==> config.mk <==
export PLATFORM = sky130hd
export DESIGN_NAME = halt_stop_wake_flags
export DESIGN_NICKNAME = d
export VERILOG_FILES = /design/src/wake_pkg.sv /design/src/pin_sync.sv /design/src/chatter_filter.sv /design/src/halt_stop_wake_flags.sv
export SDC_FILE = /design/constraint.sdc
export NUM_CORES = 1
export LEC_CHECK = 0
export ABC_AREA = 1
export BUFFER_PORTS_ARGS = -buffer_cell sky130_fd_sc_hd__buf_2
export CORE_ASPECT_RATIO = 0.5
export CORE_MARGIN = 1
export CORE_UTILIZATION = 48
export CTS_CLUSTER_SIZE = 14
export DETAILED_ROUTE_END_ITERATION = 6
export GPL_TIMING_DRIVEN = 0
export PLACE_DENSITY_LB_ADDON = 0.08
export SETUP_SLACK_MARGIN = 0.5
export SLEW_MARGIN = 0
export SYNTH_ARGS = -nofsm -noshare
export SYNTH_HDL_FRONTEND = slang
export SYNTH_SLANG_ARGS = --single-unit
==> constraint.sdc <==
create_clock -name clock_in -period 1.2 [get_ports clock_in]
set_clock_uncertainty 0.05 [all_clocks]
set_input_delay 0.06 -clock clock_in [delete_from_list [all_inputs] [get_ports clock_in]]
set_output_delay 0.06 -clock clock_in [all_outputs]
set_load 0.005 [all_outputs]
==> src/wake_pkg.sv <==
`default_nettype none
package wake_pkg;
    // Source index shared by request, enable, interrupt enable and clear operands
    localparam int SRC_PORTS = 0;
    localparam int SRC_TIMER_ONE = 1;
    localparam int SRC_EXTINT = 2;
    localparam int SRC_PREDIV = 3;
    localparam int SRC_TIMER_TWO = 4;
    localparam int SRC_KEYS = 5;
    localparam int SRC_RESFREQ = 6;
    localparam int SRC_COUNT = 7;
    // Switch enable operand bits
    localparam int SW_PORTC_BIT = 4;
    localparam int SW_PORTD_BIT = 3;
    // Stop release enable operand bits
    localparam int STOP_PORTD_BIT = 3;
    localparam int STOP_PORTC_BIT = 4;
    localparam int STOP_EXTINT_BIT = 5;
    localparam int STOP_KEYS_BIT = 7;
    localparam logic [7:0] STOP_ALL_OPERAND = 8'hB0;
    // Status nibble layouts
    localparam int STX_RESFREQ_BIT = 3;
    localparam int STX_TIMER_TWO_BIT = 2;
    localparam int STX_KEYSCAN_BIT = 1;
    localparam int ST4_OVERFLOW_BIT = 2;
    localparam int ST4_WATCHDOG_BIT = 1;
    localparam int ST4_CLOCK_BIT = 0;
    // Reset values
    localparam logic [3:0] STATUS_RESET = 4'h0;
    localparam logic [SRC_COUNT-1:0] FLAGS_RESET = 7'h00;
    // Chattering filter: cycles a port level must hold before it is believed
    localparam int DEBOUNCE_CYCLES = 16;
    localparam int DEBOUNCE_W = 5;
    // Pins that pass the two-stage synchroniser
    localparam int PIN_W = 17;

    typedef enum logic [1:0] {
        MODE_RUN = 2'b00,
        MODE_HALT = 2'b01,
        MODE_STOP = 2'b10
    } power_mode_type;
endpackage : wake_pkg
`default_nettype wire

==> src/pin_sync.sv <==
`timescale 1ns/1ps
`default_nettype none
module pin_sync #(
    parameter int WIDTH = 1
) (
    input wire logic clock_in,
    input wire logic rst_n_in,
    input wire logic [WIDTH-1:0] pins_in,
    output logic [WIDTH-1:0] pins_out
);
    logic [WIDTH-1:0] first_stage;

    // Two flops; only the second stage is visible to the block
    always_ff @(posedge clock_in or negedge rst_n_in)
    begin
        if (!rst_n_in)
        begin
            first_stage <= '0;
            pins_out <= '0;
        end
        else
        begin
            first_stage <= pins_in;
            pins_out <= first_stage;
        end
    end
endmodule : pin_sync
`default_nettype wire

==> src/chatter_filter.sv <==
`timescale 1ns/1ps
`default_nettype none
module chatter_filter
    import wake_pkg::*;
(
    input wire logic clock_in,
    input wire logic rst_n_in,
    input wire logic level_in,
    output logic level_out
);
    logic [DEBOUNCE_W-1:0] count;
    logic [DEBOUNCE_W-1:0] next_count;
    logic next_level;

    // Count while the input disagrees; a glitch restarts the wait
    always_comb
    begin
        next_count = '0;
        next_level = level_out;
        if (level_in != level_out)
        begin
            if (count == DEBOUNCE_W'(DEBOUNCE_CYCLES - 1))
                next_level = level_in;
            else
                next_count = count + 1'b1;
        end
    end

    always_ff @(posedge clock_in or negedge rst_n_in)
    begin
        if (!rst_n_in)
        begin
            count <= '0;
            level_out <= 1'b0;
        end
        else
        begin
            count <= next_count;
            level_out <= next_level;
        end
    end
endmodule : chatter_filter
`default_nettype wire

==> src/halt_stop_wake_flags.sv <==
// Overview of operation
// RL1 - Timer two underflow with its enable sets its wake flag; clear or enable write clears.
// RL2 - Gated converter mode 3 finish with its enable sets the converter wake flag.
// RL3 - Converter wake flag clears when its request or enable is cleared.
// RL4 - Wake status nibble: converter, timer two, keyscan, zero; read copies it out.
// RL5 - Slow instruction clears clock select flag, fast instruction sets it.
// RL6 - Counter overflow sets overflow flag; converter start instruction clears it.
// RL7 - Misc status nibble: zero, overflow, watchdog running, clock select; read copies it.
// RL8 - In stop, high OR of input port c or d pins sets stop wake if enabled.
// RL9 - In stop, high OR of latched keys sets stop wake if key stop enabled.
// RL10 - In stop, any extint edge requests and sets stop wake if enabled.
// RL11 - Stop is refused unless ports a and c are all-input and low; a pending stop wake or extint request enters halt instead.
// RL12 - Stop enable write loads port, extint and key stop enables from operand.
// RL13 - Switch enable write loads port c bit 4 and port d bit 3 enables.
// RL14 - With switch enable, a port input change sets its wake flag and ends halt.
// RL15 - Outside driver keeps other pins of a port low while one pin changes.
// RL16 - Stop and switch enables both set: high port pin releases stop into halt.
// RL17 - Port stop release falls back to stop if the level drops before filtering.
// RL18 - A port wake flag sets the port request; with its enable, interrupt 0 rises.
// RL19 - Once interrupt 0 is accepted it stays blocked until the next switch write.
// RL20 - Halt enable write loads six enables: timers, extint, prediv, keys, converter.
// RL21 - Stop and halt extint enables set: extint change releases stop.
// RL22 - Stop and halt key enables set: high latched keys release stop.
// RL23 - Summary flag is the OR of timer, extint, prediv, key and converter flags.
// RL24 - Stop operand B0 enables key, extint and port c stop release together.
// RL25 - Accepting an interrupt clears its request and its interrupt enable.
// RL26 - All flags run on the system clock and reset to zero.
`timescale 1ns/1ps
`default_nettype none
module halt_stop_wake_flags
    import wake_pkg::*;
(
    input wire logic clock_in,
    input wire logic rst_n_in,
    input wire logic [7:0] operand_in,
    input wire logic clear_request_instr_in,
    input wire logic halt_enable_write_instr_in,
    input wire logic stop_enable_write_instr_in,
    input wire logic switch_enable_write_instr_in,
    input wire logic irq_enable_write_instr_in,
    input wire logic read_status_x_instr_in,
    input wire logic read_status_four_instr_in,
    input wire logic slow_clock_instr_in,
    input wire logic fast_clock_instr_in,
    input wire logic resfreq_start_instr_in,
    input wire logic halt_instr_in,
    input wire logic stop_instr_in,
    input wire logic [SRC_COUNT-1:0] irq_accept_in,
    input wire logic first_timer_underflow_in,
    input wire logic second_timer_underflow_in,
    input wire logic prediv_overflow_in,
    input wire logic resfreq_finish_in,
    input wire logic resfreq_cap_gated_in,
    input wire logic resfreq_overflow_in,
    input wire logic watchdog_run_in,
    input wire logic extint_pin_in,
    input wire logic [3:0] key_input_pins_in,
    input wire logic [3:0] port_a_pins_in,
    input wire logic [3:0] port_a_input_mode_in,
    input wire logic [3:0] port_c_pins_in,
    input wire logic [3:0] port_c_input_mode_in,
    input wire logic [3:0] port_d_pins_in,
    input wire logic [3:0] port_d_input_mode_in,
    output logic [3:0] status_data_out,
    output logic status_valid_out,
    output logic sysclk_select_flag_out,
    output logic wake_flag_summary_out,
    output logic irq0_out,
    output logic halt_mode_out,
    output logic stop_mode_out
);
    logic [PIN_W-1:0] pins_sync;
    logic extint_sync, extint_prev, extint_edge, key_or;
    logic [3:0] pa_sync, pc_sync, pd_sync;
    logic portc_or, portd_or, portc_clean, portd_clean, portc_prev, portd_prev;
    logic portc_change, portd_change;

    // Only pins cross into this domain; instruction strobes are already local
    pin_sync #(.WIDTH(PIN_W)) u_pin_sync (
        .clock_in(clock_in),
        .rst_n_in(rst_n_in),
        .pins_in({extint_pin_in, key_input_pins_in, port_a_pins_in, port_c_pins_in, port_d_pins_in}),
        .pins_out(pins_sync)
    );
    assign {extint_sync, pa_sync, pc_sync, pd_sync} = {pins_sync[16], pins_sync[11:0]};
    assign key_or = |pins_sync[15:12];
    // Only input-mode pins take part; OR means one pin at a time may move
    assign portc_or = |(pc_sync & port_c_input_mode_in); // see RL15
    assign portd_or = |(pd_sync & port_d_input_mode_in);

    chatter_filter u_filter_c (
        .clock_in(clock_in),
        .rst_n_in(rst_n_in),
        .level_in(portc_or),
        .level_out(portc_clean)
    );
    chatter_filter u_filter_d (
        .clock_in(clock_in),
        .rst_n_in(rst_n_in),
        .level_in(portd_or),
        .level_out(portd_clean)
    );
    assign extint_edge = extint_sync ^ extint_prev; // see RL10
    assign portc_change = portc_clean ^ portc_prev;
    assign portd_change = portd_clean ^ portd_prev;

    power_mode_type mode, next_mode;
    logic [SRC_COUNT-1:0] halt_req, next_halt_req, irq_en, next_irq_en, event_vec, clr_vec;
    logic [SRC_COUNT-1:1] halt_en, next_halt_en, wake, next_wake;
    logic stop_en_portc, stop_en_portd, stop_en_extint, stop_en_keys;
    logic next_stop_en_portc, next_stop_en_portd, next_stop_en_extint, next_stop_en_keys;
    logic switch_en_portc, switch_en_portd, next_switch_en_portc, next_switch_en_portd;
    logic wake_flag_portc, wake_flag_portd, next_wake_flag_portc, next_wake_flag_portd;
    logic irq0_block, next_irq0_block, next_irq0;
    logic stop_wake_flag, next_stop_wake_flag, port_fallback, next_port_fallback;
    logic resfreq_overflow_flag, next_resfreq_overflow_flag, next_sysclk;
    logic stop_req_portc, stop_req_portd, stop_req_keys, stop_release, port_release;
    logic stop_pins_ok, halt_release;
    logic [3:0] next_status;
    logic next_status_valid;

    // Enables, requests and wake flags; every set outweighs a same-cycle clear, except that a halt enable write clearing an enable also clears its wake flag
    always_comb
    begin
        next_halt_en = halt_en;
        if (halt_enable_write_instr_in)
            next_halt_en = operand_in[SRC_COUNT-1:1]; // see RL20
        next_irq_en = irq_en & ~irq_accept_in; // see RL25
        if (irq_enable_write_instr_in)
            next_irq_en = operand_in[SRC_COUNT-1:0];
        next_switch_en_portc = switch_en_portc;
        next_switch_en_portd = switch_en_portd;
        if (switch_enable_write_instr_in)
        begin
            next_switch_en_portc = operand_in[SW_PORTC_BIT]; // see RL13
            next_switch_en_portd = operand_in[SW_PORTD_BIT];
        end
        {next_stop_en_keys, next_stop_en_extint, next_stop_en_portc, next_stop_en_portd} =
            {stop_en_keys, stop_en_extint, stop_en_portc, stop_en_portd};
        if (stop_enable_write_instr_in)
        begin
            // Operand B0 enables keys, extint and port c in one write
            next_stop_en_keys = operand_in[STOP_KEYS_BIT]; // see RL12 see RL24
            next_stop_en_extint = operand_in[STOP_EXTINT_BIT];
            next_stop_en_portc = operand_in[STOP_PORTC_BIT];
            next_stop_en_portd = operand_in[STOP_PORTD_BIT];
        end
        // Switch write clears the port flags; a change in the same cycle still lands
        next_wake_flag_portc = (wake_flag_portc & ~switch_enable_write_instr_in)
            | (switch_en_portc & portc_change); // see RL14 see RL16
        next_wake_flag_portd = (wake_flag_portd & ~switch_enable_write_instr_in)
            | (switch_en_portd & portd_change);
        event_vec = '0;
        event_vec[SRC_PORTS] = (next_wake_flag_portc & ~wake_flag_portc)
            | (next_wake_flag_portd & ~wake_flag_portd); // see RL18
        event_vec[SRC_TIMER_ONE] = first_timer_underflow_in;
        event_vec[SRC_EXTINT] = extint_edge;
        event_vec[SRC_PREDIV] = prediv_overflow_in;
        event_vec[SRC_TIMER_TWO] = second_timer_underflow_in;
        event_vec[SRC_KEYS] = key_or;
        event_vec[SRC_RESFREQ] = resfreq_finish_in & resfreq_cap_gated_in; // see RL2
        clr_vec = clear_request_instr_in ? operand_in[SRC_COUNT-1:0] : '0;
        next_halt_req = (halt_req & ~clr_vec & ~irq_accept_in) | event_vec; // see RL25
        // A start-condition flag lives only while request and enable both hold
        next_wake = next_halt_req[SRC_COUNT-1:1] & next_halt_en; // see RL1 see RL3
        next_irq0_block = (irq0_block & ~switch_enable_write_instr_in) | irq_accept_in[SRC_PORTS]; // see RL19
        next_irq0 = next_halt_req[SRC_PORTS] & next_irq_en[SRC_PORTS] & ~next_irq0_block; // see RL18
    end

    // Stop release requests and power mode sequencing
    always_comb
    begin
        stop_req_portc = (mode == MODE_STOP) & portc_or; // see RL8
        stop_req_portd = (mode == MODE_STOP) & portd_or;
        stop_req_keys = (mode == MODE_STOP) & key_or; // see RL9
        next_stop_wake_flag = (stop_wake_flag & ~clear_request_instr_in)
            | (stop_req_portc & stop_en_portc) | (stop_req_portd & stop_en_portd)
            | (stop_req_keys & stop_en_keys)
            | ((mode == MODE_STOP) & extint_edge & stop_en_extint); // see RL10
        port_release = (stop_req_portc & stop_en_portc & switch_en_portc)
            | (stop_req_portd & stop_en_portd & switch_en_portd); // see RL16
        stop_release = port_release
            | ((mode == MODE_STOP) & extint_edge & stop_en_extint & halt_en[SRC_EXTINT]) // see RL21
            | (stop_req_keys & stop_en_keys & halt_en[SRC_KEYS]); // see RL22
        // Stop must not start with a port a or c pin high or driven as output
        stop_pins_ok = (&port_a_input_mode_in) & (&port_c_input_mode_in)
            & ~(|pa_sync) & ~(|pc_sync); // see RL11
        halt_release = (|wake) | wake_flag_portc | wake_flag_portd | halt_req[SRC_PORTS];
        next_mode = mode;
        next_port_fallback = port_fallback & (mode == MODE_HALT);
        unique case (mode)
            MODE_RUN:
            begin
                if (stop_instr_in && stop_pins_ok)
                    next_mode = (stop_wake_flag || halt_req[SRC_EXTINT]) ? MODE_HALT : MODE_STOP;
                else if (halt_instr_in && !halt_release)
                    next_mode = MODE_HALT;
            end
            MODE_HALT:
            begin
                if (halt_release || (|irq_accept_in))
                begin
                    next_mode = MODE_RUN;
                    next_port_fallback = 1'b0;
                end
                else if (port_fallback && !portc_or && !portd_or)
                begin
                    // Pulse too short for the filter: back to sleep
                    next_mode = MODE_STOP; // see RL17
                    next_port_fallback = 1'b0;
                end
            end
            MODE_STOP:
            begin
                if (stop_release)
                begin
                    next_mode = MODE_HALT;
                    next_port_fallback = port_release;
                end
            end
            default:
            begin
                next_mode = MODE_RUN;
                next_port_fallback = 1'b0;
            end
        endcase
    end

    // Status nibbles, clock select and converter overflow
    always_comb
    begin
        next_sysclk = sysclk_select_flag_out;
        if (fast_clock_instr_in)
            next_sysclk = 1'b1; // see RL5
        else if (slow_clock_instr_in)
            next_sysclk = 1'b0;
        // Overflow wins over a start in the same cycle so none is missed
        next_resfreq_overflow_flag = (resfreq_overflow_flag & ~resfreq_start_instr_in)
            | resfreq_overflow_in; // see RL6
        next_status = status_data_out;
        next_status_valid = 1'b0;
        if (read_status_x_instr_in)
        begin
            next_status = STATUS_RESET;
            next_status[STX_RESFREQ_BIT] = wake[SRC_RESFREQ]; // see RL4
            next_status[STX_TIMER_TWO_BIT] = wake[SRC_TIMER_TWO];
            next_status[STX_KEYSCAN_BIT] = wake[SRC_KEYS];
            next_status_valid = 1'b1;
        end
        else if (read_status_four_instr_in)
        begin
            next_status = STATUS_RESET;
            next_status[ST4_OVERFLOW_BIT] = resfreq_overflow_flag; // see RL7
            next_status[ST4_WATCHDOG_BIT] = watchdog_run_in;
            next_status[ST4_CLOCK_BIT] = sysclk_select_flag_out;
            next_status_valid = 1'b1;
        end
    end

    // All state clears to zero on reset
    always_ff @(posedge clock_in or negedge rst_n_in)
    begin
        if (!rst_n_in)
        begin
            mode <= MODE_RUN; // see RL26
            halt_req <= FLAGS_RESET;
            irq_en <= FLAGS_RESET;
            halt_en <= '0;
            wake <= '0;
            {stop_en_keys, stop_en_extint, stop_en_portc, stop_en_portd} <= 4'h0;
            {switch_en_portc, switch_en_portd, wake_flag_portc, wake_flag_portd} <= 4'h0;
            {irq0_block, irq0_out, stop_wake_flag, port_fallback} <= 4'h0;
            {extint_prev, portc_prev, portd_prev, resfreq_overflow_flag} <= 4'h0;
            {sysclk_select_flag_out, wake_flag_summary_out, status_valid_out} <= 3'h0;
            {halt_mode_out, stop_mode_out} <= 2'h0;
            status_data_out <= STATUS_RESET;
        end
        else
        begin
            mode <= next_mode;
            halt_req <= next_halt_req;
            irq_en <= next_irq_en;
            halt_en <= next_halt_en;
            wake <= next_wake;
            {stop_en_keys, stop_en_extint, stop_en_portc, stop_en_portd} <=
                {next_stop_en_keys, next_stop_en_extint, next_stop_en_portc, next_stop_en_portd};
            {switch_en_portc, switch_en_portd} <= {next_switch_en_portc, next_switch_en_portd};
            {wake_flag_portc, wake_flag_portd} <= {next_wake_flag_portc, next_wake_flag_portd};
            {irq0_block, irq0_out} <= {next_irq0_block, next_irq0};
            {stop_wake_flag, port_fallback} <= {next_stop_wake_flag, next_port_fallback};
            {extint_prev, portc_prev, portd_prev} <= {extint_sync, portc_clean, portd_clean};
            resfreq_overflow_flag <= next_resfreq_overflow_flag;
            sysclk_select_flag_out <= next_sysclk;
            wake_flag_summary_out <= |next_wake; // see RL23
            status_data_out <= next_status;
            status_valid_out <= next_status_valid;
            halt_mode_out <= (next_mode == MODE_HALT);
            stop_mode_out <= (next_mode == MODE_STOP);
        end
    end
endmodule : halt_stop_wake_flags
`default_nettype wire

==> impl_metrics.env <==
export IMPL_grt_usage_pct=21.7
export IMPL_core_area_sq_um=6880
export IMPL_drv_slew=0
export IMPL_rr_startpoint="mode[1]$_DFF_PN0_"
export IMPL_viasPerCell=4.80
export IMPL_synth_area_sq_um=3530
export IMPL_drcViolationCount=0
export IMPL_dr_max_layer_used="met4"
export IMPL_slew_headroom_pct=68.7
export IMPL_violations="hold timing, setup timing"
export IMPL_setup_viol=16
export IMPL_routed_wl_um=7980
export IMPL_drtPass1Iterations=4
export IMPL_dr_wl_met3_um=361
export IMPL_antenna_found_initial=0
export IMPL_path_clk_slew_ns=0.06
export IMPL_power_leakage_nw=2.62
export IMPL_post_route_min_period_ns=1.33
export IMPL_cts_buffers=9
export IMPL_ys_flop_type="dfrtp_1"
export IMPL_synth_distinct_cells=38
export IMPL_total_power_mw=8.35
export IMPL_finalNetCount=553
export IMPL_final_cell_mix="dfrtp_1, buf_2, nand2_1"
export IMPL_placementRows=21
export IMPL_die_height_um=62.6
export IMPL_path_class="reg -> reg"
export IMPL_grt_pass1_wl_um=12700
export IMPL_worst_path_max_fanout=4
export IMPL_tightestPinTransition_ns=0.470
export IMPL_min_path_type="in -> async"
export IMPL_grt_pass1_vias=2890
export IMPL_max_stage_delay_ns=0.46
export IMPL_final_cell_area_sq_um=5250
export IMPL_drive_gt1_share_pct=47.8
export IMPL_hold_ws_ns=-0.375
export IMPL_startpoint_type="flip-flop"
export IMPL_fin_crit_sh_pct=111
export IMPL_io_pins=75
export IMPL_cts_root_buf="clkbuf_16"
export IMPL_syn2layout_area_growth_pct=48.8
export IMPL_grt_max_degree=60
export IMPL_syn_instance_count=342
export IMPL_crit_chain="nand2_4 -> nor2_2 -> nand3_1 -> nand2_1 -> nor2_2 -> nand2_1 -> nand3_2"
export IMPL_final_common_cell="dfrtp_1"
export IMPL_max_freq_mhz=749
export IMPL_ys_async_sr_fraction_pct=100
export IMPL_place_gp_congestion=0.825
export IMPL_start_util_pct=51.2
export IMPL_routedWlPerCell_um=13.7
export IMPL_maxCapViolations=0
export IMPL_synth_nets=409
export IMPL_synth_seq_cells=93
export IMPL_required_ns=1.36
export IMPL_irDropWorstVdd_v=0.000942
export IMPL_rsz0062_at_grt="true"
export IMPL_synth_seq_area_share_pct=66.0
export IMPL_tns_ns=-1.20
export IMPL_synth_edf_count=0
export IMPL_slowest_stage="dfrtp_1"
export IMPL_die_w_um=123
export IMPL_wl_met1_um=3420
export IMPL_final_antenna_net_count=0
export IMPL_overflow=0
export IMPL_r2r_slack_ns=-0.13
export IMPL_crit_arrival_ns=1.50
export IMPL_synth_top_area_share_pct=66.0
export IMPL_ys_top_cells_by_area="dfrtp_1, nand2_1, inv_1"
export IMPL_numPortBuffers=72
export IMPL_multi_input_area_sq_um=1320
export IMPL_worst_skew_pair_late_latency_ns=0.34
export IMPL_numClockSinks=93
export IMPL_yosys_area_top_type="dfrtp_1"
export IMPL_yosys_warnings=0
export IMPL_cts_max_level=3
export IMPL_filler_cell_count=443
export IMPL_vias=2792
export IMPL_regArea_sq_um=2330
export IMPL_die_area_sq_um=7720
export IMPL_fin_ws_ns=-0.135
export IMPL_drtIter0Drc=124
export IMPL_hold_viol=56
export IMPL_endpoint_kind="flip-flop"
export IMPL_route_met2_wl_um=4080
export IMPL_status="complete, but fails checks"
export IMPL_avgSynthCellArea_sq_um=10.3
export IMPL_worstReg2RegEnd="mode[1]$_DFF_PN0_"
export IMPL_postPlaceCellArea_sq_um=4080
export IMPL_tritoncts="yes"
export IMPL_p_per_area_nw_per_um2=1590
export IMPL_cts_buffer_depth=2
export IMPL_antenna_cells=0
export IMPL_reg2regPathDepth=7
export IMPL_hpwl_um=4790
metal layers:
metal  vias to the layer above  track usage (%)
met5                         -                0
met3                        14             7.03
met4                         0             4.97
li1                       1361                -
met1                      1349             26.4
met2                        68             37.6
state kept, by name, summed over array words and instances, names as in the netlist, 2 cells and up:
| name | cells |
|---|---|
| u_pin_sync.pins_out | 17 |
| u_filter_d.count | 5 |
| halt_en | 6 |
| halt_req | 7 |
| u_pin_sync.first_stage | 17 |
| u_filter_c.count | 5 |
| wake | 6 |
| status_data_out | 4 |
| mode | 2 |
metrics by stage:
| step | instances | utilization, % | setup slack [ns] |
|---|---|---|---|
| CTS | 566 | 71.6 | -0.133 |
| detailed placement | 507 | 59.3 | -0.144 |
| global route | 582 | 76.2 | -0.236 |
| finish | 582 | 76.2 | -0.135 |
| floorplan | 342 | - | -0.0248 |
| global placement | 506 | 58.8 | -0.749 |
cell families (layout without fill, tap and decap cells):
group | after synthesis | count (layout) | share of synthesized area, %
and+or+nand+nor | 161 | 161 | 20.0
muxes | 3 | 3 | 0.887
AOI/OAI and AO/OA | 28 | 28 | 5.32
adders and majority gates | 2 | 2 | 0.709
buffers and inverters | 50 | 198 | 5.64
xor gates and xnor gates | 5 | 5 | 1.45
DFF | 93 | 93 | 66.0
worst max path at each step:
stage | from | end | slack (ns) | cells past startpoint
2_1_floorplan | u_filter_d.count[0]$_DFF_PN0_ | u_filter_d.level_out$_DFFE_PN0P_ | -0.02 | 4
3_3_place_gp | rst_n_in | u_pin_sync.first_stage[14]$_DFF_PN0_ | -0.75 | 1
3_5_place_dp | wake[6]$_DFF_PN0_ | stop_mode_out$_DFF_PN0_ | -0.14 | 6
4_1_cts | u_pin_sync.pins_out[6]$_DFF_PN0_ | mode[0]$_DFF_PN0_ | -0.13 | 8
5_1_grt | wake[4]$_DFF_PN0_ | mode[1]$_DFF_PN0_ | -0.24 | 8
6_report | mode[1]$_DFF_PN0_ | mode[1]$_DFF_PN0_ | -0.13 | 7
report_power, final:
group | total [mW] | switching [mW] | internal (mW)
Combinational | 1.68 | 0.849 | 0.834
Clock | 2.97 | 1.11 | 1.87
Sequential | 3.69 | 0.218 | 3.47
Yosys cell counts (2+ instances only):
library cell,instances
xnor2_1,2
nand2_2,4
ha_1,2
o21ai_1,3
nand3_1,25
o21ai_0,9
o21ai_2,4
dfrtp_1,93
nand4_1,3
nor2_2,4
inv_2,7
xor2_1,2
inv_1,41
mux2i_1,2
nand2_1,79
o21bai_1,2
nor3_1,6
nor2_1,33
a21oi_1,2
layout make-up:
type / instances / share of cell area, %
Multi-Input combinational cell: 199 / 25.1
Inverter: 48 / 3.48
Sequential cell: 93 / 44.4
Tap cell: 92 / 2.19
Buffer: 2 / 0.358
Clock inverter: 4 / 1.38
Timing Repair Buffer: 133 / 18.4
Clock buffer: 11 / 4.63
critical path: cells and delay by family, from the launching register on:
kind,cells,cell delay (ns)
flip-flops,1,0.46
AND/OR/NAND/NOR,7,0.71
repair_timing:
| action | CTS | global route |
|---|---|---|
| hold buffers | 24 | 1 |
| hold endpoints to repair | 82 | 54 |
| gates resized for setup | 42 | 63 |
| buffers inserted | 20 | 15 |
| endpoints found under the setup margin | 53 | 61 |
| pin swaps | 30 | 44 |
| gates cloned | 0 | 0 |
Note: power is estimated with default switching activity, not from simulation.
